## config.mk

```make
export PLATFORM = sky130hd
export DESIGN_NAME = tbac_core
export DESIGN_NICKNAME = d
export VERILOG_FILES = /design/src/design/tbac_pkg.sv /design/src/design/tbac_prescale.sv /design/src/design/tbac_core.sv
export VERILOG_INCLUDE_DIRS = /design/src /design/src/design
export SDC_FILE = /design/constraint.sdc
export NUM_CORES = 1
export LEC_CHECK = 0
export BUFFER_PORTS_ARGS = -buffer_cell sky130_fd_sc_hd__buf_2
export CAP_MARGIN = 15
export CELL_PAD_IN_SITES_DETAIL_PLACEMENT = 1
export CELL_PAD_IN_SITES_GLOBAL_PLACEMENT = 2
export CORE_MARGIN = 4
export CORE_UTILIZATION = 34
export CTS_CLUSTER_SIZE = 28
export DETAILED_ROUTE_END_ITERATION = 6
export PLACE_DENSITY = 0.84
export SLEW_MARGIN = 15
export SYNTH_ARGS = -nofsm -noshare
export SYNTH_HDL_FRONTEND = slang
export SYNTH_SLANG_ARGS = --single-unit
```

## constraint.sdc

```tcl
create_clock -name sys_clk_i -period 3 [get_ports sys_clk_i]
set_clock_uncertainty 0.15 [all_clocks]
set_input_delay 0.15 -clock sys_clk_i [delete_from_list [all_inputs] [get_ports sys_clk_i]]
set_output_delay 0.15 -clock sys_clk_i [all_outputs]
set_load 0.02 [all_outputs]
```

## src/design/tbac_regs.svh

```systemverilog
// Constants of the 16-bit timer core: byte locations, fields, codes.
// Assumes inclusion by bare name from the timer design files.
`ifndef TBAC_REGS_SVH
`define TBAC_REGS_SVH

// Byte locations on the CPU port
`define TBAC_A_COUNT_LO 4'h0
`define TBAC_A_COUNT_HI 4'h1
`define TBAC_A_CMPA_LO 4'h2
`define TBAC_A_CMPA_HI 4'h3
`define TBAC_A_CMPB_LO 4'h4
`define TBAC_A_CMPB_HI 4'h5
`define TBAC_A_CAP_LO 4'h6
`define TBAC_A_CAP_HI 4'h7
`define TBAC_A_CTRL_A 4'h8
`define TBAC_A_CTRL_B 4'h9
`define TBAC_A_FLAGS 4'ha
`define TBAC_A_MASK 4'hb

// Reset values and the 16-bit maximum
`define TBAC_RST16 16'h0000
`define TBAC_RST8 8'h00
`define TBAC_RST4 4'h0
`define TBAC_MAX16 16'hffff

// Flag and mask bit positions
`define TBAC_F_OVF 0
`define TBAC_F_MA 1
`define TBAC_F_MB 2
`define TBAC_F_CAP 3

// Control B fields
`define TBAC_B_NOISE 7
`define TBAC_B_EDGE 6
`define TBAC_B_SRC 5

// Clock select codes
`define TBAC_CS_STOP 3'h0
`define TBAC_CS_DIV1 3'h1
`define TBAC_CS_DIV8 3'h2
`define TBAC_CS_DIV64 3'h3
`define TBAC_CS_DIV256 3'h4
`define TBAC_CS_DIV1024 3'h5
`define TBAC_CS_FALL 3'h6
`define TBAC_CS_RISE 3'h7

// Waveform mode codes {ctrl_b[4:3], ctrl_a[1:0]}
`define TBAC_WM_CTC_A 4'h4
`define TBAC_WM_CTC_CAP 4'hc
`define TBAC_WM_PWM_MAX 4'h7
`define TBAC_WM_PWM_CAP 4'he
`define TBAC_WM_PWM_A 4'hf

// Prescaler and capture filter sizes
`define TBAC_PRE_W 10
`define TBAC_NOISE_N 4

`endif

```

## src/design/tbac_pkg.sv

```systemverilog
// Types shared by the 16-bit timer core.
// Assumes tbac_regs.svh for the numeric constants.
package tbac_pkg;
   typedef enum logic [2:0] {
      MODE_NORMAL, MODE_CTC_A, MODE_CTC_CAP, MODE_PWM_MAX, MODE_PWM_A, MODE_PWM_CAP
   } tbac_mode_t;

   // One CPU byte access
   typedef struct packed {
      logic wr;
      logic rd;
      logic [3:0] addr;
      logic [7:0] wdata;
   } tbac_cpu_req_t;
endpackage : tbac_pkg

```

## src/design/tbac_prescale.sv

```systemverilog
// Free-running prescaler giving divide-by-8/64/256/1024 enables.
// Assumes one system clock; clear restarts all taps together.
`timescale 1ns/1ns
`include "tbac_regs.svh"
module tbac_prescale #(
   parameter int PRE_W = `TBAC_PRE_W
) (
   input wire logic sys_clk_i,
   input wire logic rst_n_i,
   input wire logic clear_i,
   output logic [3:0] tap_o
);
   localparam int TAP_W [4] = '{3, 6, 8, 10};
   logic [PRE_W-1:0] div_q;

   // Divider counter
   always_ff @(posedge sys_clk_i) begin
      if (!rst_n_i || clear_i) begin
         div_q <= '0;
      end else begin
         div_q <= div_q + 1'b1;
      end
   end

   // One-cycle enable as each tap wraps
   for (genvar g = 0; g < 4; g++) begin : g_tap
      assign tap_o[g] = &div_q[TAP_W[g]-1:0];
   end
endmodule : tbac_prescale

```

## src/design/tbac_core.sv

```systemverilog
// 16-bit timer core with byte-wide CPU access through a shared latch.
// Assumes a CPU issuing at most one byte access per cycle, synchronous pins.
`timescale 1ns/1ns
`include "tbac_regs.svh"
module tbac_core (
   input wire logic sys_clk_i,
   input wire logic rst_n_i,
   input tbac_pkg::tbac_cpu_req_t cpu_req_i,
   input wire logic power_off_i,
   input wire logic prescale_clear_i,
   input wire logic external_count_pin_i,
   input wire logic capture_input_pin_i,
   input wire logic comparator_i,
   output logic [7:0] cpu_rdata_o,
   output logic [3:0] timer_flag_o,
   output logic irq_o,
   output logic wave_out_a_o,
   output logic wave_out_b_o
);
   import tbac_pkg::*;

   logic [15:0] timer_count_q;
   logic [7:0] hi_latch_q;
   logic [15:0] cmp_a_buf_q, cmp_a_act_q, cmp_b_buf_q, cmp_b_act_q;
   logic [15:0] capture_value_q;
   logic [7:0] timer_control_a_q, timer_control_b_q;
   logic [3:0] timer_flag_q, timer_mask_q;
   logic [7:0] rdata_q;
   logic irq_q, wave_a_q, wave_b_q;
   logic ext_smp_q, ext_prev_q;
   logic [`TBAC_NOISE_N-1:0] cap_hist_q;
   logic cap_filt_q, cap_prev_q;
   logic [3:0] pre_tap;
   logic [2:0] clock_select_field;
   tbac_mode_t mode;
   logic pwm, run, timer_tick, at_top, wrap;
   logic [15:0] top;
   logic ovf_ev, match_a_ev, match_b_ev, cap_ev, cap_raw, cap_next;
   logic [3:0] flag_set, flag_clr;

   // Decode waveform mode bits
   function automatic tbac_mode_t decode_mode(input logic [3:0] wm);
      case (wm)
         `TBAC_WM_CTC_A: decode_mode = MODE_CTC_A;
         `TBAC_WM_CTC_CAP: decode_mode = MODE_CTC_CAP;
         `TBAC_WM_PWM_MAX: decode_mode = MODE_PWM_MAX;
         `TBAC_WM_PWM_A: decode_mode = MODE_PWM_A;
         `TBAC_WM_PWM_CAP: decode_mode = MODE_PWM_CAP;
         default: decode_mode = MODE_NORMAL;
      endcase
   endfunction : decode_mode

   // Output compare pin: low for com 00, and pin A held low in MODE_PWM_A; in PWM set at wrap, clear at match for com 10, inverted for com 01/11;
   // toggle at match for com 01 otherwise
   function automatic logic wave_next(input logic cur, input logic [1:0] com, input logic pwm_m,
                                      input logic wrap_e, input logic match_e);
      wave_next = cur;
      if (com == 2'b00) begin
         wave_next = 1'b0;
      end else if (pwm_m) begin
         if (wrap_e) begin
            wave_next = ~com[0];
         end else if (match_e) begin
            wave_next = com[0];
         end
      end else if (match_e && com == 2'b01) begin
         wave_next = ~cur;
      end
   endfunction : wave_next

   function automatic logic is_write(input tbac_cpu_req_t r, input logic [3:0] a);
      is_write = r.wr && r.addr == a;
   endfunction : is_write

   function automatic logic is_read(input tbac_cpu_req_t r, input logic [3:0] a);
      is_read = r.rd && !r.wr && r.addr == a;
   endfunction : is_read

   tbac_prescale #(.PRE_W(`TBAC_PRE_W)) u_prescale (
      .sys_clk_i(sys_clk_i),
      .rst_n_i(rst_n_i),
      .clear_i(prescale_clear_i),
      .tap_o(pre_tap)
   );

   // Mode, top and run decode
   always_comb begin
      clock_select_field = timer_control_b_q[2:0];
      mode = decode_mode({timer_control_b_q[4:3], timer_control_a_q[1:0]});
      pwm = mode == MODE_PWM_MAX || mode == MODE_PWM_A || mode == MODE_PWM_CAP;
      run = !power_off_i;
      case (mode)
         MODE_CTC_A, MODE_PWM_A: top = cmp_a_act_q;
         MODE_CTC_CAP, MODE_PWM_CAP: top = capture_value_q;
         default: top = `TBAC_MAX16;
      endcase
      at_top = timer_count_q == top;
   end

   // Clock select: prescaler taps or pin edges
   always_comb begin
      case (clock_select_field)
         `TBAC_CS_STOP: timer_tick = 1'b0;
         `TBAC_CS_DIV1: timer_tick = 1'b1;
         `TBAC_CS_DIV8: timer_tick = pre_tap[0];
         `TBAC_CS_DIV64: timer_tick = pre_tap[1];
         `TBAC_CS_DIV256: timer_tick = pre_tap[2];
         `TBAC_CS_DIV1024: timer_tick = pre_tap[3];
         `TBAC_CS_FALL: timer_tick = ext_prev_q && !ext_smp_q;
         `TBAC_CS_RISE: timer_tick = !ext_prev_q && ext_smp_q;
         default: timer_tick = 1'b0;
      endcase
      timer_tick = timer_tick && run;
   end

   // Timer events
   always_comb begin
      wrap = timer_tick && at_top;
      ovf_ev = timer_tick && (pwm ? at_top : timer_count_q == `TBAC_MAX16);
      match_a_ev = timer_tick && timer_count_q == cmp_a_act_q;
      match_b_ev = timer_tick && timer_count_q == cmp_b_act_q;
   end

   // Pin sampling for the count source
   always_ff @(posedge sys_clk_i) begin
      if (!rst_n_i) begin
         ext_smp_q <= 1'b0;
         ext_prev_q <= 1'b0;
      end else begin
         ext_smp_q <= external_count_pin_i;
         ext_prev_q <= ext_smp_q;
      end
   end

   // Counter; CPU write wins over count and clear
   always_ff @(posedge sys_clk_i) begin
      if (!rst_n_i) begin
         timer_count_q <= `TBAC_RST16;
      end else if (is_write(cpu_req_i, `TBAC_A_COUNT_LO)) begin
         timer_count_q <= {hi_latch_q, cpu_req_i.wdata};
      end else if (timer_tick) begin
         timer_count_q <= at_top ? `TBAC_RST16 : timer_count_q + 16'h0001;
      end
   end

   // Shared high-byte latch
   always_ff @(posedge sys_clk_i) begin
      if (!rst_n_i) begin
         hi_latch_q <= `TBAC_RST8;
      end else if (cpu_req_i.wr && cpu_req_i.addr[0] && cpu_req_i.addr < `TBAC_A_CTRL_A) begin
         hi_latch_q <= cpu_req_i.wdata;
      end else if (is_read(cpu_req_i, `TBAC_A_COUNT_LO)) begin
         hi_latch_q <= timer_count_q[15:8];
      end else if (is_read(cpu_req_i, `TBAC_A_CAP_LO)) begin
         hi_latch_q <= capture_value_q[15:8];
      end
   end

   // Compare buffers and active values
   always_ff @(posedge sys_clk_i) begin
      if (!rst_n_i) begin
         cmp_a_buf_q <= `TBAC_RST16;
         cmp_b_buf_q <= `TBAC_RST16;
         cmp_a_act_q <= `TBAC_RST16;
         cmp_b_act_q <= `TBAC_RST16;
      end else begin
         if (is_write(cpu_req_i, `TBAC_A_CMPA_LO)) begin
            cmp_a_buf_q <= {hi_latch_q, cpu_req_i.wdata};
         end
         if (is_write(cpu_req_i, `TBAC_A_CMPB_LO)) begin
            cmp_b_buf_q <= {hi_latch_q, cpu_req_i.wdata};
         end
         if (!pwm || wrap) begin
            cmp_a_act_q <= cmp_a_buf_q;
            cmp_b_act_q <= cmp_b_buf_q;
         end
      end
   end

   // Capture source, noise filter and edge detect
   always_comb begin
      cap_raw = timer_control_b_q[`TBAC_B_SRC] ? comparator_i : capture_input_pin_i;
      cap_next = cap_filt_q;
      if (!timer_control_b_q[`TBAC_B_NOISE]) begin
         cap_next = cap_hist_q[0];
      end else if (&cap_hist_q) begin
         cap_next = 1'b1;
      end else if (~|cap_hist_q) begin
         cap_next = 1'b0;
      end
      cap_ev = run && mode != MODE_CTC_CAP && mode != MODE_PWM_CAP &&
         (timer_control_b_q[`TBAC_B_EDGE] ? (cap_filt_q && !cap_prev_q) : (!cap_filt_q && cap_prev_q));
   end

   always_ff @(posedge sys_clk_i) begin
      if (!rst_n_i) begin
         cap_hist_q <= `TBAC_RST4;
         cap_filt_q <= 1'b0;
         cap_prev_q <= 1'b0;
      end else begin
         cap_hist_q <= {cap_hist_q[`TBAC_NOISE_N-2:0], cap_raw};
         cap_filt_q <= cap_next;
         cap_prev_q <= cap_filt_q;
      end
   end

   // Capture register: CPU write wins over an edge
   always_ff @(posedge sys_clk_i) begin
      if (!rst_n_i) begin
         capture_value_q <= `TBAC_RST16;
      end else if (is_write(cpu_req_i, `TBAC_A_CAP_LO)) begin
         capture_value_q <= {hi_latch_q, cpu_req_i.wdata};
      end else if (cap_ev) begin
         capture_value_q <= timer_count_q;
      end
   end

   // Control and mask registers
   always_ff @(posedge sys_clk_i) begin
      if (!rst_n_i) begin
         timer_control_a_q <= `TBAC_RST8;
         timer_control_b_q <= `TBAC_RST8;
         timer_mask_q <= `TBAC_RST4;
      end else begin
         if (is_write(cpu_req_i, `TBAC_A_CTRL_A)) begin
            timer_control_a_q <= cpu_req_i.wdata;
         end
         if (is_write(cpu_req_i, `TBAC_A_CTRL_B)) begin
            timer_control_b_q <= cpu_req_i.wdata;
         end
         if (is_write(cpu_req_i, `TBAC_A_MASK)) begin
            timer_mask_q <= cpu_req_i.wdata[3:0];
         end
      end
   end

   // Flags: write one to clear, a new event wins
   always_comb begin
      flag_set = '0;
      flag_set[`TBAC_F_OVF] = ovf_ev;
      flag_set[`TBAC_F_MA] = match_a_ev;
      flag_set[`TBAC_F_MB] = match_b_ev;
      flag_set[`TBAC_F_CAP] = cap_ev;
      flag_clr = is_write(cpu_req_i, `TBAC_A_FLAGS) ? cpu_req_i.wdata[3:0] : 4'h0;
   end

   always_ff @(posedge sys_clk_i) begin
      if (!rst_n_i) begin
         timer_flag_q <= `TBAC_RST4;
         irq_q <= 1'b0;
      end else begin
         timer_flag_q <= (timer_flag_q & ~flag_clr) | flag_set;
         irq_q <= |(timer_flag_q & timer_mask_q);
      end
   end

   // Waveform pins
   always_ff @(posedge sys_clk_i) begin
      if (!rst_n_i) begin
         wave_a_q <= 1'b0;
         wave_b_q <= 1'b0;
      end else begin
         wave_a_q <= (mode == MODE_PWM_A) ? 1'b0 :
            wave_next(wave_a_q, timer_control_a_q[7:6], pwm, wrap, match_a_ev);
         wave_b_q <= wave_next(wave_b_q, timer_control_a_q[5:4], pwm, wrap, match_b_ev);
      end
   end

   // Read data, one cycle after the strobe
   always_ff @(posedge sys_clk_i) begin
      if (!rst_n_i) begin
         rdata_q <= `TBAC_RST8;
      end else if (cpu_req_i.rd && !cpu_req_i.wr) begin
         case (cpu_req_i.addr)
            `TBAC_A_COUNT_LO: rdata_q <= timer_count_q[7:0];
            `TBAC_A_CMPA_LO: rdata_q <= cmp_a_buf_q[7:0];
            `TBAC_A_CMPA_HI: rdata_q <= cmp_a_buf_q[15:8];
            `TBAC_A_CMPB_LO: rdata_q <= cmp_b_buf_q[7:0];
            `TBAC_A_CMPB_HI: rdata_q <= cmp_b_buf_q[15:8];
            `TBAC_A_CAP_LO: rdata_q <= capture_value_q[7:0];
            `TBAC_A_COUNT_HI, `TBAC_A_CAP_HI: rdata_q <= hi_latch_q;
            `TBAC_A_CTRL_A: rdata_q <= timer_control_a_q;
            `TBAC_A_CTRL_B: rdata_q <= timer_control_b_q;
            `TBAC_A_FLAGS: rdata_q <= {4'h0, timer_flag_q};
            `TBAC_A_MASK: rdata_q <= {4'h0, timer_mask_q};
            default: rdata_q <= `TBAC_RST8;
         endcase
      end
   end

   assign cpu_rdata_o = rdata_q;
   assign timer_flag_o = timer_flag_q;
   assign irq_o = irq_q;
   assign wave_out_a_o = wave_a_q;
   assign wave_out_b_o = wave_b_q;
endmodule : tbac_core

```

### Word level (Yosys, flattened, before mapping)

Index checks and enable logic that the tools add are counted.

* register bits: 157
* input bits: 21
* output and inout port bits: 15

* $add $sub $neg: 2
* magnitude comparators: 1
* equality and inequality tests: 39
* mux-type cells: 27
* bitwise gates (word level): 9
* reduce and logical (&&, ||, !) cells: 62

Operators by type and width (count)
* 8-bit case mux with 11 select lines: 1
* 16-bit 2-to-1 mux: 5
* 16-bit equality test: 3
* 16-bit case mux with 2 select lines: 1
* 4-bit equality test, second input constant: 7
* 1-bit logical AND: 27
* 4-bit by 3-bit equality test with 1-bit output, second input constant: 6
* 8-bit 2-to-1 mux: 3
* 3-bit equality test, second input constant: 6
* 16-bit by 1-bit adder with 16-bit output, second input constant: 1
* 16-bit equality test, second input constant: 1
* 3-bit case mux with 5 select lines: 1
* 1-bit 2-to-1 mux: 14
* 3-bit by 2-bit equality test with 1-bit output, second input constant: 4
* 10-bit by 1-bit adder with 10-bit output, second input constant: 1
* 10-bit AND reduction: 1
* 4-bit bitwise AND: 2
* 4-bit by 2-bit equality test with 1-bit output, second input constant: 2
* 1-bit logical NOT: 8
* 1-bit case mux with 8 select lines: 1
* 8-bit AND reduction: 1
* 2-bit nonzero test: 4
* 2-bit OR reduction: 4
* 4-bit OR reduction: 2
* other kinds (21): 34

### Logic depth before layout (Yosys ltp)

* depth in word-level cells: 9
* mapped depth: 12
* mapped depth without buffers: 10

### Cells and area by module

A second synthesis with hierarchy kept.

* cells, all modules: 1064
* area, all modules: 8862.2 um2

Modules (own cells, without submodules)
* tbac_core: instances 1, cells an instance 1013, area an instance 8413.1 um2, seq. area each 2942.8 um2
* tbac_prescale: instances 1, cells an instance 51, area an instance 449.2 um2, seq. area each 200.2 um2

### Least setup slack after synthesis

No wires, ideal clock.

* path kind: reg2reg
* start: register timer_control_b_q[4]
* end: register timer_count_q[15]
* library setup time: 123 ps
* data arrival time: 2510 ps
* required time: 2727 ps
* setup slack: 217 ps
* cell stages (with the launch flop): 10
* buffers on the path: 1
* clock period less this slack: 2783 ps
* cells stage by stage: dfxtp_1 or3_4 o221a_2 o2bb2ai_1 or4_4 nor4_4 buf_4 o21ai_1 a221oi_1 nor2_1

* cells in the longest elaborated chain, start to end: 9
* elaborated cells between the ends (all ways): 17
* classes of those cells: eq/ne (10); mux (5); reduce/logical (2)

RTL lines
* start, declared: RTL line tbac_core.sv:26 `logic [7:0] timer_control_a_q, timer_control_b_q;`
* start signal, assigned: RTL line tbac_core.sv:222 `` timer_control_b_q <= `TBAC_RST8; ``
* start signal, assigned: RTL line tbac_core.sv:229 `timer_control_b_q <= cpu_req_i.wdata;`
* 4-bit equality test / 4-bit by 3-bit equality test with 1-bit output (equally long branches): RTL line tbac_core.sv:43 `case (wm)`
* 3-bit case mux with 5 select lines (*): RTL line tbac_core.sv:43
* 3-bit equality test, or another cell as far along: RTL line tbac_core.sv:92 `case (mode)`
* 2-bit OR reduction: RTL line tbac_core.sv:92
* 16-bit case mux with 2 select lines (*): RTL line tbac_core.sv:92
* 16-bit equality test (*): RTL line tbac_core.sv:97 `at_top = timer_count_q == top;`
* 16-bit 2-to-1 mux (*): RTL line tbac_core.sv:142 `` timer_count_q <= at_top ? `TBAC_RST16 : timer_count_q + 16'h0001; ``
* 16-bit 2-to-1 mux (*): RTL line tbac_core.sv:141 `end else if (timer_tick) begin`
* 16-bit 2-to-1 mux (*): RTL line tbac_core.sv:139 `` end else if (is_write(cpu_req_i, `TBAC_A_COUNT_LO)) begin ``
* end signal, assigned: RTL line tbac_core.sv:138 `` timer_count_q <= `TBAC_RST16; ``
* end signal, assigned: RTL line tbac_core.sv:140 `timer_count_q <= {hi_latch_q, cpu_req_i.wdata};`
* end signal, assigned: RTL line tbac_core.sv:142
* end, declared: RTL line tbac_core.sv:22 `logic [15:0] timer_count_q;`

Every way passes the cells marked *; elsewhere a longest branch is shown, timed or not. The select of a mux whose other input is x is not followed.
A chain may end at the register's enable or synchronous reset.

### Final worst setup path

* start: register timer_control_a_q[0]
* end: register wave_a_q (netlist: wave_out_a_o)

* cells in the longest elaborated chain, start to end: 9
* elaborated cells between the ends (all ways): 24
* classes of those cells: eq/ne (12); mux (4); reduce/logical (8)

RTL lines
* start, declared: RTL line tbac_core.sv:26
* start signal, assigned: RTL line tbac_core.sv:221 `` timer_control_a_q <= `TBAC_RST8; ``
* start signal, assigned: RTL line tbac_core.sv:226 `timer_control_a_q <= cpu_req_i.wdata;`
* 4-bit equality test / 4-bit by 3-bit equality test with 1-bit output (equally long branches): RTL line tbac_core.sv:43
* 3-bit case mux with 5 select lines (*): RTL line tbac_core.sv:43
* 3-bit equality test, or another cell as far along: RTL line tbac_core.sv:90, tbac_core.sv:92
* 2-bit OR reduction: RTL line tbac_core.sv:92
* 16-bit case mux with 2 select lines: RTL line tbac_core.sv:92
* 16-bit equality test: RTL line tbac_core.sv:97
* 1-bit logical AND: RTL line tbac_core.sv:118 `wrap = timer_tick && at_top;`
* 3-bit by 1-bit != test with 1-bit output (no source line) / 1-bit 2-to-1 mux (equally long branches)
* 2-bit AND reduction (no source line) / 1-bit 2-to-1 mux (equally long branches)
* end signal, assigned: RTL line tbac_core.sv:263 `wave_a_q <= (mode == MODE_PWM_A) ? 1'b0 :`
* end, declared: RTL line tbac_core.sv:29 `logic irq_q, wave_a_q, wave_b_q;`

Every way passes the cells marked *; elsewhere a longest branch is shown, timed or not.

==> impl_metrics.env <==
export IMPL_critPathArrivalTime_ns=3.05
export IMPL_cts_root_buf="clkbuf_16"
export IMPL_finish_utilization_pct=41.3
export IMPL_start_kind="register"
export IMPL_synth_cell_area_sq_mm=0.00854
export IMPL_io_pins=36
export IMPL_p_seq_share_pct=43.1
export IMPL_period_share_pct=95.6
export IMPL_r2r_setup_slack_ns=0.13
export IMPL_swShare_pct=26.1
export IMPL_drcViolationCount=0
export IMPL_final_min_clock_period_ns=2.87
export IMPL_antenna_found_initial=0
export IMPL_outcome="completed"
export IMPL_grtUsageTotal_pct=23.7
export IMPL_fp_row_count=57
export IMPL_rr_endpoint="wave_out_a_o"
export IMPL_synthMuxAreaShare_pct=4.73
export IMPL_timing_hold_violations_final=0
export IMPL_syn_avg_cell_area_sq_um=8.23
export IMPL_drtIter0Drc=881
export IMPL_synthAdderAreaFrac_pct=0.440
export IMPL_multi_input_area_sq_mm=0.00497
export IMPL_vias=8417
export IMPL_fin_ws_ns=0.131
export IMPL_setup_violations=0
export IMPL_pre_cts_ws_ns=0.0187
export IMPL_via_per_inst=5.93
export IMPL_power_internal_uw=3710
export IMPL_critPathKind="reg2reg"
export IMPL_rr_startpoint="timer_control_a_q[0]"
export IMPL_grt_pass1_wl_microns=51600
export IMPL_whs_path_depth=3
export IMPL_cp_required_ns=3.18
export IMPL_tightest_slew_ns=1.10
export IMPL_ys_ff_latch=157
export IMPL_nNetsFinal=1107
export IMPL_clockPowerShare_pct=48.9
export IMPL_clkSinkCount=157
export IMPL_slew_violations=0
export IMPL_yosys_area_share_simple_pct=25.0
export IMPL_syn2layout_area_growth_pct=18.7
export IMPL_hold_class="in2reg"
export IMPL_synthXorXnorAreaFrac_pct=3.49
export IMPL_powerDensity_mw_per_mm2=495
export IMPL_register_area_sq_mm=0.00315
export IMPL_slew_headroom_pct=26.1
export IMPL_globalRoute_totalOverflow=0
export IMPL_fill_cells=2926
export IMPL_min_from="cpu_req_i[0]"
export IMPL_drive_above_1_share_pct=18.2
export IMPL_hpwl_microns=24400
export IMPL_cp_max_fo=10
export IMPL_gp_congestion=0.936
export IMPL_die_area_sq_mm=0.0277
export IMPL_antenna_cells=0
export IMPL_wl_per_cell_microns=23.7
export IMPL_first_global_vias=8365
export IMPL_grt_max_degree=78
export IMPL_synth_edf_count=0
export IMPL_ys_flop_type="dfxtp_1"
export IMPL_cts_buffers=17
export IMPL_io_buffers=35
export IMPL_clkTransAtPathRegs_ns=0.07
export IMPL_synth_nets=1062
export IMPL_ys_seq_area_share_pct=36.8
export IMPL_start_util_pct=34.8
export IMPL_reg2reg_depth=10
export IMPL_endpoint_kind="register"
export IMPL_p_leak_uw=0.00380
export IMPL_ant_nets=0
export IMPL_synth_cell_types=72
export IMPL_clock_latency_ns=0.43
export IMPL_cts_tree="built"
export IMPL_synthArstFlopShare_pct=0
export IMPL_core_sq_mm=0.0245
export IMPL_die_w_microns=166
export IMPL_clock_path_buffers=2
export IMPL_wl_microns=33600
export IMPL_synth_top_family_by_area="simple AND/OR/NAND/NOR gates"
export IMPL_max_freq_mhz=349
export IMPL_netSwitchingPower_uw=1310
export IMPL_h_tree_depth=4
export IMPL_netlist_instances=1038
export IMPL_synth_compound_area_share_pct=24.2
export IMPL_dieHeight_microns=166
export IMPL_holdPathEnd="cmp_b_buf_q[0]"
export IMPL_ys_warn_count=0
export IMPL_combPwrFrac_pct=8.0
export IMPL_drv_cap=0
export IMPL_first_pass_iters=5
export IMPL_vdd_drop_max_mv=0.337
## cells in the final DEF (no fill, tap or decap), types with 5 or more instances in the layout
| master | count |
|---|---|
| nor2_1 | 50 |
| a31oi_1 | 13 |
| o22ai_1 | 8 |
| a21boi_0 | 43 |
| a211oi_1 | 7 |
| dlygate4sd3_1 | 10 |
| o21ai_1 | 14 |
| o211a_1 | 18 |
| and3_1 | 7 |
| o21ai_2 | 20 |
| nand3b_1 | 5 |
| nand4_1 | 10 |
| mux2i_1 | 37 |
| a222oi_1 | 7 |
| a22oi_1 | 5 |
| nor3_1 | 10 |
| buf_2 | 34 |
| a22o_1 | 7 |
| a32oi_1 | 5 |
| nor4_1 | 13 |
| and2_1 | 10 |
| inv_1 | 13 |
| a221oi_1 | 11 |
| o31ai_1 | 5 |
| o21ai_0 | 49 |
| nand2_1 | 163 |
| nand3_1 | 39 |
| clkbuf_16 | 17 |
| a21oi_1 | 38 |
| nor3b_1 | 6 |
| dfxtp_1 | 155 |
| nand2b_1 | 12 |
| xnor2_1 | 12 |
| buf_4 | 68 |
| nand3_2 | 20 |
| nand4b_1 | 8 |
| nor2b_1 | 37 |
| xor2_1 | 22 |
## cell usage after synthesis (6+ instances only)
| cell type | number | share of area, % |
|---|---|---|
| buf_2 | 9 | 0.53 |
| o21ai_0 | 49 | 2.9 |
| nand4_1 | 10 | 0.73 |
| inv_1 | 13 | 0.57 |
| nor3b_1 | 7 | 0.62 |
| nor3_1 | 12 | 0.70 |
| dfxtp_1 | 157 | 37 |
| buf_6 | 6 | 0.79 |
| a211oi_1 | 8 | 0.70 |
| and3_1 | 7 | 0.51 |
| nor2_1 | 50 | 2.2 |
| nor4_1 | 13 | 0.95 |
| o21ai_2 | 20 | 2.1 |
| o21ai_1 | 14 | 0.82 |
| nand4b_1 | 8 | 0.82 |
| a21oi_1 | 38 | 2.2 |
| o211a_1 | 18 | 2.1 |
| a21boi_0 | 43 | 3.8 |
| a31oi_1 | 13 | 0.95 |
| xor2_1 | 22 | 2.3 |
| nand3_2 | 20 | 2.3 |
| nand2b_1 | 12 | 0.88 |
| o22ai_1 | 8 | 0.59 |
| a222oi_1 | 7 | 0.82 |
| nand3_1 | 39 | 2.3 |
| nand2_1 | 163 | 7.2 |
| and2_1 | 10 | 0.73 |
| xnor2_1 | 12 | 1.2 |
| mux2i_1 | 37 | 4.3 |
| a22o_1 | 7 | 0.72 |
| a221oi_1 | 11 | 1.1 |
| nor2b_1 | 37 | 2.7 |
| clkbuf_1 | 71 | 3.1 |
## power by group through the flow
stage	registers, uW	logic, uW	clock network, uW
floorplan	2200	230	0
global route	2170	426	2570
finish	2170	400	2460
CTS	2160	394	2480
detailed placement	2210	382	0
global placement	2210	377	0
## cell families after synthesis
family                     count (synthesis)
muxes                                     40
xor gates and xnor gates                  34
adders and majority gates                  3
AOI/OAI and AO/OA                        289
buffers and inverters                    105
and+or+nand+nor                          410
DFF                                      157
## how the worst max path moves through the flow
stage                                    start                end  slack [ns]  depth (start not counted)
final                     timer_control_a_q[0]       wave_out_a_o        0.13                         10
after global routing      timer_control_a_q[0]       wave_out_a_o      -0.009                         11
after CTS                 timer_control_b_q[4]       wave_out_a_o       0.003                          9
after detailed placement  timer_control_b_q[4]       wave_out_a_o        0.02                          9
after global placement    timer_control_b_q[4]  timer_count_q[15]        0.06                          9
after floorplan           timer_control_b_q[4]  timer_count_q[15]        0.22                          9
## per-stage QoR
stage          instances  power (uW)  TNS (ns)  hold slack [ns]  area, sq um
3_5_place_dp        1375        2590         0            0.218         9310
2_1_floorplan       1038        2420         0            0.127         8540
4_1_cts             1418        5040         0         0.000938        10100
6_report            1420        5020         0           0.0231        10100
3_3_place_gp        1375        2590         0            0.209         9310
5_1_grt             1420        5170  -0.00873           0.0352        10100
## registers in the layout, summed over array words and instances, names as in the netlist
register	flops
timer_flag_o	4
ext_prev_q	1
cap_filt_q	1
timer_count_q	16
cap_prev_q	1
capture_value_q	16
cpu_rdata_o	8
cmp_b_act_q	16
wave_out_a_o	1
cmp_a_buf_q	16
timer_mask_q	4
u_prescale.div_q	10
cap_hist_q	4
wave_out_b_o	1
timer_control_a_q	8
ext_smp_q	1
cmp_b_buf_q	16
timer_control_b_q	8
hi_latch_q	8
irq_o	1
cmp_a_act_q	16
## critical path, stage by stage (launching register included)
cell	delay, ns
dfxtp_1	0.34
buf_4	0.19
or4_1	0.51
o2111ai_1	0.10
o311a_1	0.21
nand4_1	0.19
nor4_4	0.41
buf_4	0.21
and2_1	0.19
nor3_1	0.07
a311oi_1	0.21
## area by class of cell
cell class | instances | area share [%]
clock buffer | 18 | 4.33
clock inverter | 14 | 2.19
inverter | 13 | 0.481
multi-input combinational | 776 | 49.0
sequential | 157 | 31.0
tap | 324 | 4.00
timing repair buffer | 118 | 8.93
## what timing repair did
action	CTS	global route
cloned	1	0
hold endpoints to repair	20	0
setup endpoints to repair	1	49
hold buffers	10	0
pin swaps	1	2
setup buffers	0	2
resized for setup	1	4
## routing by layer
metal | vias to the layer above | routed length, microns | track usage [%] | part of all wire (%)
met5 | - | 0 | 0 | 0
met4 | 0 | 1230 | 8.15 | 3.7
met3 | 71 | 2030 | 3.25 | 6.0
met2 | 294 | 15200 | 37.6 | 45
met1 | 4205 | 15100 | 33.3 | 45
li1 | 3847 | - | - | -
Power figures use the tool's default switching activity.
